<file path="src/core/resv_pkg.sv">
// shared constants and types for the reservation and barrier unit
package resv_pkg;
  localparam int unsigned WORD_W     = 32;
  localparam int unsigned REG_SEL_W  = 5;
  localparam logic [4:0]  ZERO_REG   = 5'h00;
  localparam int unsigned ALIGN_BITS = 2;
  localparam logic [1:0]  ALIGN_ZERO = 2'h0;
  localparam logic [31:0] ZERO_WORD  = 32'h0000_0000;

  // operation class presented by the issue stage
  typedef enum logic [3:0] {
    OP_NONE       = 4'h0,
    OP_RESV_LOAD  = 4'h1,
    OP_COND_STORE = 4'h2,
    OP_IO_BARRIER = 4'h3,
    OP_FULL_BAR   = 4'h4,
    OP_CTX_BAR    = 4'h5,
    OP_MSR_WRITE  = 4'h6,
    OP_INT_RETURN = 4'h7,
    OP_CRIT_RET   = 4'h8,
    OP_SYS_CALL   = 4'h9
  } op_t;

  // sequencer states
  typedef enum logic [2:0] {
    ST_IDLE   = 3'b000,
    ST_DRAIN  = 3'b001,
    ST_MEM    = 3'b010,
    ST_FLUSH  = 3'b011,
    ST_DONE   = 3'b100
  } state_t;
endpackage : resv_pkg

</file>
<file path="src/core/sync_classifier.sv">
// classifies an operation into its synchronisation kinds
`timescale 1ns/10ps
module sync_classifier
(
  // operation in
  input  wire resv_pkg::op_t op,
  // classes out
  output wire                ctx_sync,
  output wire                exec_sync,
  output wire                stor_sync
);
  // both barriers share the same storage effect
  assign stor_sync = (op == resv_pkg::OP_IO_BARRIER) || (op == resv_pkg::OP_FULL_BAR); // RULE1 RULE3 RULE5
  // execution-synchronizing set, io barrier included
  assign exec_sync = (op == resv_pkg::OP_IO_BARRIER) || (op == resv_pkg::OP_CTX_BAR) ||
                     (op == resv_pkg::OP_MSR_WRITE) || (op == resv_pkg::OP_INT_RETURN) ||
                     (op == resv_pkg::OP_CRIT_RET) || (op == resv_pkg::OP_SYS_CALL) ||
                     (op == resv_pkg::OP_FULL_BAR); // RULE2 RULE5 RULE16
  // context-synchronizing set
  assign ctx_sync  = (op == resv_pkg::OP_CTX_BAR) || (op == resv_pkg::OP_INT_RETURN) ||
                     (op == resv_pkg::OP_CRIT_RET) || (op == resv_pkg::OP_SYS_CALL) ||
                     (op == resv_pkg::OP_FULL_BAR); // RULE4
endmodule : sync_classifier

</file>
<file path="src/core/reservation_sync_unit.sv">
// reservation tracking, conditional store and barrier sequencing
// Function
// (RULE1) io barrier and full barrier behave identically; here only the full barrier is context sync and flushes prefetch
// (RULE2) io barrier is execution synchronizing
// (RULE3) full barrier needs no multiprocessor ordering
// (RULE4) context sync: ctx barrier, returns, trap, full
// (RULE5) exec sync set; storage sync only barriers
// (RULE6) address base_gpr or zero plus index_gpr, reserve
// (RULE7) conditional store writes only with reservation
// (RULE8) match flag set on success, else cleared
// (RULE9) reservation granularity is one word
// (RULE10) misaligned address raises alignment exception
// (RULE11) store succeeds regardless of address match
// (RULE12) one reservation, last reserving load wins
// (RULE13) every conditional store clears the reservation; here a misaligned store leaves it unchanged
// (RULE14) exceptions leave reservation unchanged
// (RULE15) never block other masters from reading
// (RULE16) full barrier drains before and blocks after
// (RULE17) ctx barrier flushes prefetch, no memory ordering
// (RULE18) no reservation after reset
`timescale 1ns/10ps
module reservation_sync_unit
(
  // clock and reset
  input  wire        clk,
  input  wire        reset,
  // issue side
  input  wire        op_valid,
  output wire        op_ready,
  input  wire resv_pkg::op_t op,
  input  wire [4:0]  base_sel,
  input  wire [31:0] base_gpr,
  input  wire [31:0] index_gpr,
  input  wire [31:0] source_gpr,
  input  wire [4:0]  dest_sel,
  input  wire        exception_taken,
  // pipeline status
  input  wire        older_pending,
  output wire        issue_stall,
  output logic       prefetch_flush,
  // memory side
  output logic       mem_req,
  output logic       mem_we,
  output logic [31:0] mem_addr,
  output logic [31:0] mem_wdata,
  input  wire        mem_ack,
  input  wire [31:0] mem_rdata,
  // results
  output logic       wb_valid,
  output logic [4:0] wb_sel,
  output logic [31:0] wb_data,
  output logic       cr_valid,
  output logic       cond_zero_match_flag,
  output logic       align_exc,
  output logic       resv_held,
  output wire        ctx_sync,
  output wire        exec_sync,
  output wire        stor_sync
);
  resv_pkg::state_t state_q, state_d;
  resv_pkg::op_t    op_q;
  logic [29:0]      resv_word_q;
  logic             resv_q;
  logic             take_ok_q;
  wire              held_ctx;

  sync_classifier u_cls
  (
    .op        (op),
    .ctx_sync  (ctx_sync),
    .exec_sync (exec_sync),
    .stor_sync (stor_sync)
  );

  // class of the op in flight; the live op input has moved on by flush time
  sync_classifier u_cls_held
  (
    .op        (op_q),
    .ctx_sync  (held_ctx),
    .exec_sync (),
    .stor_sync ()
  );

  // effective address and decode
  wire [31:0] eff_base = (base_sel == resv_pkg::ZERO_REG) ? resv_pkg::ZERO_WORD : base_gpr; // RULE6
  wire [31:0] eff_addr = eff_base + index_gpr; // RULE6
  wire        is_mem   = (op == resv_pkg::OP_RESV_LOAD) || (op == resv_pkg::OP_COND_STORE);
  wire        misalign = eff_addr[resv_pkg::ALIGN_BITS-1:0] != resv_pkg::ALIGN_ZERO; // RULE10
  wire        accept   = op_valid && op_ready;
  wire        is_store = op_q == resv_pkg::OP_COND_STORE;
  // store only issues while a reservation exists, any address
  wire        store_go = resv_q; // RULE7 RULE11
  assign op_ready    = (state_q == resv_pkg::ST_IDLE) && !exception_taken; // RULE14
  // later ops wait while a sequence runs; a barrier holds issue
  assign issue_stall = state_q != resv_pkg::ST_IDLE; // RULE2 RULE16

  // sequencer: sync ops drain older work then flush, memory ops go straight to memory, then done
  always_comb
  begin
    state_d = state_q;
    case (state_q)
      resv_pkg::ST_IDLE:
        if (accept && !(is_mem && misalign))
          state_d = (exec_sync || stor_sync) ? resv_pkg::ST_DRAIN :
                    (is_mem ? resv_pkg::ST_MEM : resv_pkg::ST_DONE);
      resv_pkg::ST_DRAIN:
        if (!older_pending)
          state_d = (op_q == resv_pkg::OP_NONE) ? resv_pkg::ST_DONE : resv_pkg::ST_FLUSH; // RULE16
      resv_pkg::ST_MEM:
        if (mem_ack || (is_store && !take_ok_q))
          state_d = resv_pkg::ST_DONE;
      resv_pkg::ST_FLUSH:
        state_d = resv_pkg::ST_DONE;
      resv_pkg::ST_DONE:
        state_d = resv_pkg::ST_IDLE;
      default:
        state_d = resv_pkg::ST_IDLE;
    endcase
  end

  always_ff @(posedge clk)
  begin
    if (reset)
      state_q <= resv_pkg::ST_IDLE;
    else
      state_q <= state_d;
  end

  // latch the operation and decided outcome at acceptance
  always_ff @(posedge clk)
  begin
    if (reset)
    begin
      op_q      <= resv_pkg::OP_NONE;
      take_ok_q <= 1'b0;
      mem_addr  <= resv_pkg::ZERO_WORD;
      mem_wdata <= resv_pkg::ZERO_WORD;
      wb_sel    <= resv_pkg::ZERO_REG;
    end
    else if (accept)
    begin
      op_q      <= op;
      take_ok_q <= store_go; // RULE11
      mem_addr  <= eff_addr;
      mem_wdata <= source_gpr;
      wb_sel    <= dest_sel;
    end
  end

  // prefetch flush only for context sync; no memory ordering implied
  always_ff @(posedge clk)
  begin
    if (reset)
      prefetch_flush <= 1'b0;
    else
      prefetch_flush <= (state_q == resv_pkg::ST_FLUSH) && held_ctx; // RULE17 RULE4
  end

  // memory request; plain reads, nothing locks the location for others
  always_ff @(posedge clk)
  begin
    if (reset)
    begin
      mem_req <= 1'b0;
      mem_we  <= 1'b0;
    end
    else
    begin
      mem_req <= (state_d == resv_pkg::ST_MEM) && !(mem_req && mem_ack) &&
                 !((op_q == resv_pkg::OP_COND_STORE) && !take_ok_q && state_q == resv_pkg::ST_MEM)
                 && !(accept && op == resv_pkg::OP_COND_STORE && !store_go); // RULE7 RULE15
      mem_we  <= (state_d == resv_pkg::ST_MEM) &&
                 (accept ? (op == resv_pkg::OP_COND_STORE) : is_store);
    end
  end

  // reservation: one word, replaced by each aligned load, cleared by each aligned store
  always_ff @(posedge clk)
  begin
    if (reset)
    begin
      resv_q      <= 1'b0; // RULE18
      resv_word_q <= 30'h0;
    end
    else if (accept && !misalign && op == resv_pkg::OP_RESV_LOAD)
    begin
      resv_q      <= 1'b1; // RULE12
      resv_word_q <= eff_addr[31:resv_pkg::ALIGN_BITS]; // RULE9
    end
    else if (accept && !misalign && op == resv_pkg::OP_COND_STORE)
      resv_q <= 1'b0; // RULE13
    // exception_taken alone never touches the reservation
  end
  assign resv_held = resv_q;

  // results: writeback, condition flag and alignment fault
  always_ff @(posedge clk)
  begin
    if (reset)
    begin
      wb_valid             <= 1'b0;
      wb_data              <= resv_pkg::ZERO_WORD;
      cr_valid             <= 1'b0;
      cond_zero_match_flag <= 1'b0;
      align_exc            <= 1'b0;
    end
    else
    begin
      wb_valid  <= (state_q == resv_pkg::ST_MEM) && mem_ack && !is_store; // RULE6
      if ((state_q == resv_pkg::ST_MEM) && mem_ack && !is_store)
        wb_data <= mem_rdata;
      cr_valid  <= (state_q == resv_pkg::ST_MEM) && is_store && (mem_ack || !take_ok_q);
      if ((state_q == resv_pkg::ST_MEM) && is_store && (mem_ack || !take_ok_q))
        cond_zero_match_flag <= take_ok_q; // RULE8
      align_exc <= accept && is_mem && misalign; // RULE10
    end
  end
endmodule : reservation_sync_unit

</file>
<file path="config.mk">
export PLATFORM = sky130hd
export DESIGN_NAME = reservation_sync_unit
export DESIGN_NICKNAME = d
export VERILOG_FILES = /design/src/core/resv_pkg.sv /design/src/core/sync_classifier.sv /design/src/core/reservation_sync_unit.sv
export SDC_FILE = /design/constraint.sdc
export NUM_CORES = 1
export LEC_CHECK = 0
export BUFFER_PORTS_ARGS = -buffer_cell sky130_fd_sc_hd__buf_2
export CAP_MARGIN = 40
export CORE_ASPECT_RATIO = 1.75
export CORE_UTILIZATION = 45
export CTS_BUF_LIST = sky130_fd_sc_hd__clkbuf_2 sky130_fd_sc_hd__clkbuf_4 sky130_fd_sc_hd__clkbuf_8
export CTS_CLUSTER_SIZE = 28
export DETAILED_ROUTE_END_ITERATION = 6
export GPL_TIMING_DRIVEN = 1
export PLACE_DENSITY = 0.79
export SETUP_SLACK_MARGIN = 0.3
export SYNTH_ARGS = -nofsm -noshare
export SYNTH_HDL_FRONTEND = slang
export SYNTH_SLANG_ARGS = --single-unit
</file>
<file path="constraint.sdc">
create_clock -name clk -period 3.35 [get_ports clk]
set_input_delay 0.1675 -clock clk [delete_from_list [all_inputs] [get_ports clk]]
set_output_delay 0.1675 -clock clk [all_outputs]
set_load 0.02 [all_outputs]
</file>
==> results.txt, run 1 <==
Die Height -> 155 um
Setup bufs post-CTS -> 0
Routed wire per std cell -> 15.7 um
Post-layout minimum cycle time -> 2990 ps
Clk Tree Root Cell -> clkbuf_8
Antenna violation net count after detailed routing -> 0
Total global routing overflow -> 0
Setup Total Neg Slack -> 0 ps
Number of synthesized flops with an enable pin -> 0
Mapped Nets -> 973
TritonCTS buffer count -> 17
Die width -> 89.7 um
Flops & latches, synth -> 117
Total track usage -> 29.4%
Final Cycle Share -> 89.2%
Layout Skew -> 19.1 ps
Die Area -> 13900 sq um
Critical-path top delay cell -> or4_4
Worst VDD drop -> 315 uV
Slowest cell delay on critical path -> 550 ps
Port buffer count -> 261
Required time worst endpoint -> 3620 ps
Share of cells above drive strength 1 -> 31.1%
Top Ports -> 262
Final #Nets -> 1323
First-pass GRT wire length -> 31.5 mm
Avg Inst Size Synth -> 7.63 sq um
Setup violators final -> 0
Initial DRT Pass Iterations -> 7
Max Cap Viol -> 0
CP Class -> in -> reg
Initial antenna violation count -> 0
H-tree depth -> 4
Distinct cell type count of the synthesized netlist -> 57
Yosys warns -> 0
Max FO, Critical Path -> 8
Diodes inserted -> 0
Core area -> 13000 sq um
DRT iter0 DRCs -> 264
Max Slew Vio Count -> 0
Asr flop ratio synth -> 0%
Cell count after synthesis -> 793
Worst Path Arrival -> 3260 ps
Setup crit start kind -> input port
Vias per cell -> 5.33
Largest net degree at the start of global routing -> 64
Clk Latency, worst-skew pair -> 420 ps
RSZ-0062 raised after global routing -> yes
Final Hold Viols -> 0
Total number of vias -> 7074
Crit-path most repeated cell -> a21o_1
Reg2reg path depth -> 8
Synthesis-to-layout area growth -> 47.3%
Site Rows -> 55
CTS Buffer Depth -> 2
Max transition margin -> 47.4%
Hold Path Class -> in -> reg
Detailed Route WL -> 20.9 mm
Gpl congestion -> 0.973
Post-synth top flop -> dfxtp_1
Most frequent cells in the layout -> buf_2 (260), nand2_1 (199), a21oi_1 (122)
Post-Place Cells -> 1229
Final HPWL DP -> 14.7 mm
Sinks on the clock net -> 117
Status -> completed
Fin cells -> 1326
DP Worst Slack -> -135 ps
DRC Markers -> 0
Post-synthesis sequential area ratio -> 38.7%
CTS tree -> yes
Layout Utilization -> 68.5%
Max Clock Freq -> 0.335 GHz
Starting Density -> 46.5%
CP endpoint kind -> register
Leakage -> 4.17 nW
Setup slack after layout -> 361 ps
Most common cell after layout, fill and taps aside -> buf_2
Final Power -> 3.79 mW
Clock-pin slew on the worst setup and hold paths -> 70 ps
Worst-path cell chain -> buf_2 > or4_4 > nor2_4 > buf_12 > nor2b_1 > ha_1 > a21o_1 > a21o_1 > a21o_1 > a221o_1 > a31o_1 > a211o_1 > nor4b_1 > nor4_1
Synth Cell Area -> 6050 sq um
Slew @ Worst Pin -> 786 ps
Pwr Density -> 425 nW/um^2
Hold depth -> 3
Vias in the first global route -> 7064
registers in the layout, indices dropped and copies added (netlist names):
register and cells:
align_exc 1, cond_zero_match_flag 1, cr_valid 1, mem_addr 32
mem_req 1, mem_wdata 32, mem_we 1, op_q 4
prefetch_flush 1, resv_held 1, state_q 3, take_ok_q 1
wb_data 32, wb_sel 5, wb_valid 1
power breakdown:
group	switching, mW	internal, mW	total [mW]
registers	0.0350	1.45	1.49
clock network	0.623	0.742	1.37
logic	0.517	0.420	0.937
cell families after synthesis:
group	after synthesis	synth area share, %
and+or+nand+nor	347	26.2
AOI/OAI and AO/OA	217	21.2
DFF	117	38.7
buffers and inverters	55	3.47
adders and majority gates	32	6.74
xor gates and xnor gates	23	3.33
muxes	2	0.331
repair_timing:
item                       in CTS  in global routing
setup endpoints to repair       0                 13
resized for setup               0                  8
hold buffers                   66                  0
hold endpoints to repair       66                  0
per-layer routing:
metal	up-vias	GRT usage, %	routed length [um]
met2	283	57.0	11500
met5	-	0	0
met1	3265	26.3	7220
li1	3446	-	-
met3	80	5.20	1040
met4	0	18.5	1060
layout make-up:
| cell class | count | area [sq um] |
|---|---|---|
| multi-input combinational | 621 | 3540 |
| fill | 1060 | 4090 |
| tap | 171 | 214 |
| timing repair buffer | 376 | 2370 |
| sequential | 117 | 2340 |
| clock buffer | 17 | 234 |
| clock inverter | 14 | 176 |
| inverter | 10 | 37.5 |
synth_stat cells, types with 5 or more instances:
| cell type | n | share of area [%] |
|---|---|---|
| and3_1 | 5 | 0.52 |
| nand3b_1 | 9 | 1.1 |
| xor2_1 | 11 | 1.6 |
| o21ai_0 | 24 | 2.0 |
| nand2b_1 | 5 | 0.52 |
| nand3_1 | 11 | 0.91 |
| nor2_1 | 42 | 2.6 |
| a21oi_1 | 122 | 10 |
| a31oi_1 | 6 | 0.62 |
| clkbuf_1 | 42 | 2.6 |
| dfxtp_1 | 117 | 39 |
| ha_1 | 31 | 6.4 |
| nor3_1 | 10 | 0.83 |
| nor2b_1 | 35 | 3.6 |
| inv_1 | 10 | 0.62 |
| xnor2_1 | 12 | 1.7 |
| a21o_1 | 16 | 2.0 |
| a211oi_1 | 11 | 1.4 |
| and2_1 | 5 | 0.52 |
| nand2_1 | 200 | 12 |
worst max-delay path, delay by kind of cell:
family                   cells  cell delay (ps)
adder cells (fa/ha/maj)      1              280
AO/OA/AOI/OAI                6             1360
AND/OR/NAND/NOR              5             1170
buffers and inverters        2              260
path summary, 6_finish.rpt:
path,from,slack [ps],to
max reg2reg,state_q[1],890,mem_req
min reg2reg,mem_req,450,mem_req
max,base_sel[3],360,mem_addr[31]
min,mem_rdata[24],30,wb_data[24]
stage by stage:
stage                     instance area (sq um)  hold slack, ps
after floorplan                            6080             281
after global placement                     7790             408
after detailed placement                   7820             414
after CTS                                  8890           0.702
after global routing                       8910            22.7
final                                      8910            31.5
No activity file was read; power rests on OpenSTA's default activity.
==> inputs of run 2 (changes only) <==
--- a/config.mk
+++ b/config.mk
@@ -8,12 +8,12 @@
 export BUFFER_PORTS_ARGS = -buffer_cell sky130_fd_sc_hd__buf_2
 export CAP_MARGIN = 40
 export CORE_ASPECT_RATIO = 1.75
-export CORE_UTILIZATION = 45
+export CORE_UTILIZATION = 50
 export CTS_BUF_LIST = sky130_fd_sc_hd__clkbuf_2 sky130_fd_sc_hd__clkbuf_4 sky130_fd_sc_hd__clkbuf_8
 export CTS_CLUSTER_SIZE = 28
 export DETAILED_ROUTE_END_ITERATION = 6
 export GPL_TIMING_DRIVEN = 1
-export PLACE_DENSITY = 0.79
+export PLACE_DENSITY = 0.84
 export SETUP_SLACK_MARGIN = 0.3
 export SYNTH_ARGS = -nofsm -noshare
 export SYNTH_HDL_FRONTEND = slang
==> constraint.sdc (replaced) <==
create_clock -name clk -period 3.3 [get_ports clk]
set_input_delay 0.165 -clock clk [delete_from_list [all_inputs] [get_ports clk]]
set_output_delay 0.165 -clock clk [all_outputs]
set_load 0.02 [all_outputs]
==> run 2 against run 1 <==
  * Via count is 5.9% higher
  * Clock skew is 3.0 ps higher
  * Sequential power hardly changed
==> results.txt, run 2 (synthesis gave the netlist of run 1 again) <==
Status -> completed
Required time worst endpoint -> 3570 ps (-50 ps)
Hold depth -> 3 (unchanged)
Hold_sp -> op[2]
Slowest cell delay on critical path -> 550 ps (about the same)
Clk Tree Root Cell -> clkbuf_8
Setup violators final -> 0 (unchanged)
Sinks on the clock net -> 117 (unchanged)
Clk Latency, worst-skew pair -> 430 ps (about the same)
# fillers -> 779 (-27%)
Vias in the first global route -> 7646 (+8.2%)
Vias per cell -> 5.74 (+7.7%)
First-pass GRT wire length -> 35.8 mm (+13%)
Critical-path top delay cell -> or4_4
Share of cells above drive strength 1 -> 31.8% (+0.74 points)
Final Hold Viols -> 0 (unchanged)
Pwr Density -> 436 nW/um^2 (+2.5%)
Max Clock Freq -> 0.336 GHz
Die Height -> 148 um (-5.1%)
CTS tree -> yes
Synthesis-to-layout area growth -> 48.5%
Core area -> 11600 sq um (-10%)
Max Cap Viol -> 0 (unchanged)
TritonCTS buffer count -> 17 (unchanged)
Most common cell after layout, fill and taps aside -> buf_2
Port buffer count -> 261 (unchanged)
Total global routing overflow -> 0 (unchanged)
Total track usage -> 36.5% (+7.2 points)
Largest net degree at the start of global routing -> 80 (+25%)
RSZ-0062 raised after global routing -> yes
Max transition margin -> 46.4% (-1.1 points)
Die width -> 85.2 um (-5.0%)
Initial DRT Pass Iterations -> 6 (-1)
Worst-path cell chain -> buf_2 > or4_4 > nor2_4 > buf_4 > buf_12 > nor2b_1 > ha_1 > or3_1 > o211ai_1 > buf_4 > o221ai_2 > a31o_1 > a211o_1 > nor4b_1 > nor4_1
Die Area -> 12600 sq um (-9.8%)
Post-Place Cells -> 1201 (-2.3%)
Layout Skew -> 22.1 ps (+2.96 ps)
Sequential Area -> 2340 sq um (unchanged)
Max FO, Critical Path -> 7 (-1)
Leakage -> 4.24 nW (+1.8%)
Crit-path most repeated cell -> buf_4
Initial antenna violation count -> 0 (unchanged)
Detailed Route WL -> 22.8 mm (+9.2%)
Area of the multi-input gates -> 3540 sq um (+0.11%)
Crit. Startpoint -> base_sel[3]
Worst Path Arrival -> 3240 ps (-20 ps)
Site Rows -> 52 (-5.5%)
Final Cycle Share -> 90.1%
Gpl congestion -> 0.983 (+0.96%)
Final HPWL DP -> 14.4 mm (-1.8%)
DRC Markers -> 0 (unchanged)
Setup crit start kind -> input port
Fin cells -> 1304 (-1.7%)
DRT iter0 DRCs -> 273 (+3.4%)
FF-to-FF Start -> state_q[2]
Antenna violation net count after detailed routing -> 0 (unchanged)
CP endpoint kind -> register
Post-route cell area -> 8990 sq um (+0.81%)
Diodes inserted -> 0 (unchanged)
Slew @ Worst Pin -> 804 ps (+18.6 ps)
Leading registers by flop count -> mem_addr (32), mem_wdata (32), wb_data (32)
Reg2reg path depth -> 7 (-1)
Total number of vias -> 7490 (+5.9%)
CTS Buffer Depth -> 2 (unchanged)
Routed wire per std cell -> 17.5 um (+11%)
Dpl cell area -> 7820 sq um (about the same)
Most frequent cells in the layout -> buf_2 (260), nand2_1 (199), a21oi_1 (121)
Starting Density -> 52.0% (+5.4 points)
CP Class -> in -> reg
Final #Nets -> 1336 (+0.98%)
Post-layout minimum cycle time -> 2970 ps
Hold Slack -> 62.9 ps (+31.5 ps)
Worst VDD drop -> 272 uV (-14%)
Hold Path Class -> in -> reg
H-tree depth -> 4 (unchanged)
Max Slew Vio Count -> 0 (unchanged)
Clock-pin slew on the worst setup and hold paths -> 80 ps (about the same)
Top Ports -> 262 (unchanged)
[run 2: cell count changes in the layout (fill, tap and decap cells not counted), sizes merged]
cell / before / now
inv: 14 / 15
clkbuf: 17 / 19
buf: 310 / 321
dlygate4sd3: 66 / 67
clkinvlp: 2 / 1
[run 2: final timing paths]
check / slack (ps) / end
worst min register to register: 450 / mem_addr[30]
worst max-delay path: 330 / mem_addr[31]
worst max register to register: 820 / mem_addr[28]
worst min-delay path: 60 / op_q[2]
[run 2: worst max-delay path, delay by kind of cell]
family | cells | cell delay (ps)
AOI/OAI and AO/OA | 4 | 790
adders and majority gates | 1 | 330
and+or+nand+nor | 6 | 1420
buffers and inverters | 4 | 540
[run 2: layer usage]
layer  GRT usage, %  part of all wire, %
met1           34.0                   33
met3           9.55                  7.6
met4           27.8                  7.7
met2           66.7                   52
met5              0                    0
[run 2: through the flow]
stage	TNS (ps)	setup WS [ps]	power, mW	util (%)
after detailed placement	-257	-86.2	2.42	67.1
after global routing	0	194	4.09	77.2
after floorplan	0	190	2.07	-
final	0	327	3.92	77.2
after CTS	0	339	3.88	76.4
after global placement	-40.0	-28.6	2.40	67.0
[run 2: repair_timing]
action | CTS | global route
hold endpoints to repair | 66 | 1
buffers inserted | 0 | 3
setup endpoints to repair | 0 | 10
hold buffers | 66 | 1
resized for setup | 0 | 7
[run 2: power by group]
group	switching [mW]	internal [mW]	leakage, nW
logic	0.540	0.443	3.08
clock network	0.654	0.766	0.212
registers	0.0373	1.47	0.951
[run 2: final cells by class]
class	instances	area share, %
Tap cell	135	1.88
Clock buffer	18	2.69
Multi-Input combinational cell	621	39.4
Inverter	10	0.418
Timing Repair Buffer	389	27.6
Clock inverter	14	1.94
Sequential cell	117	26.1
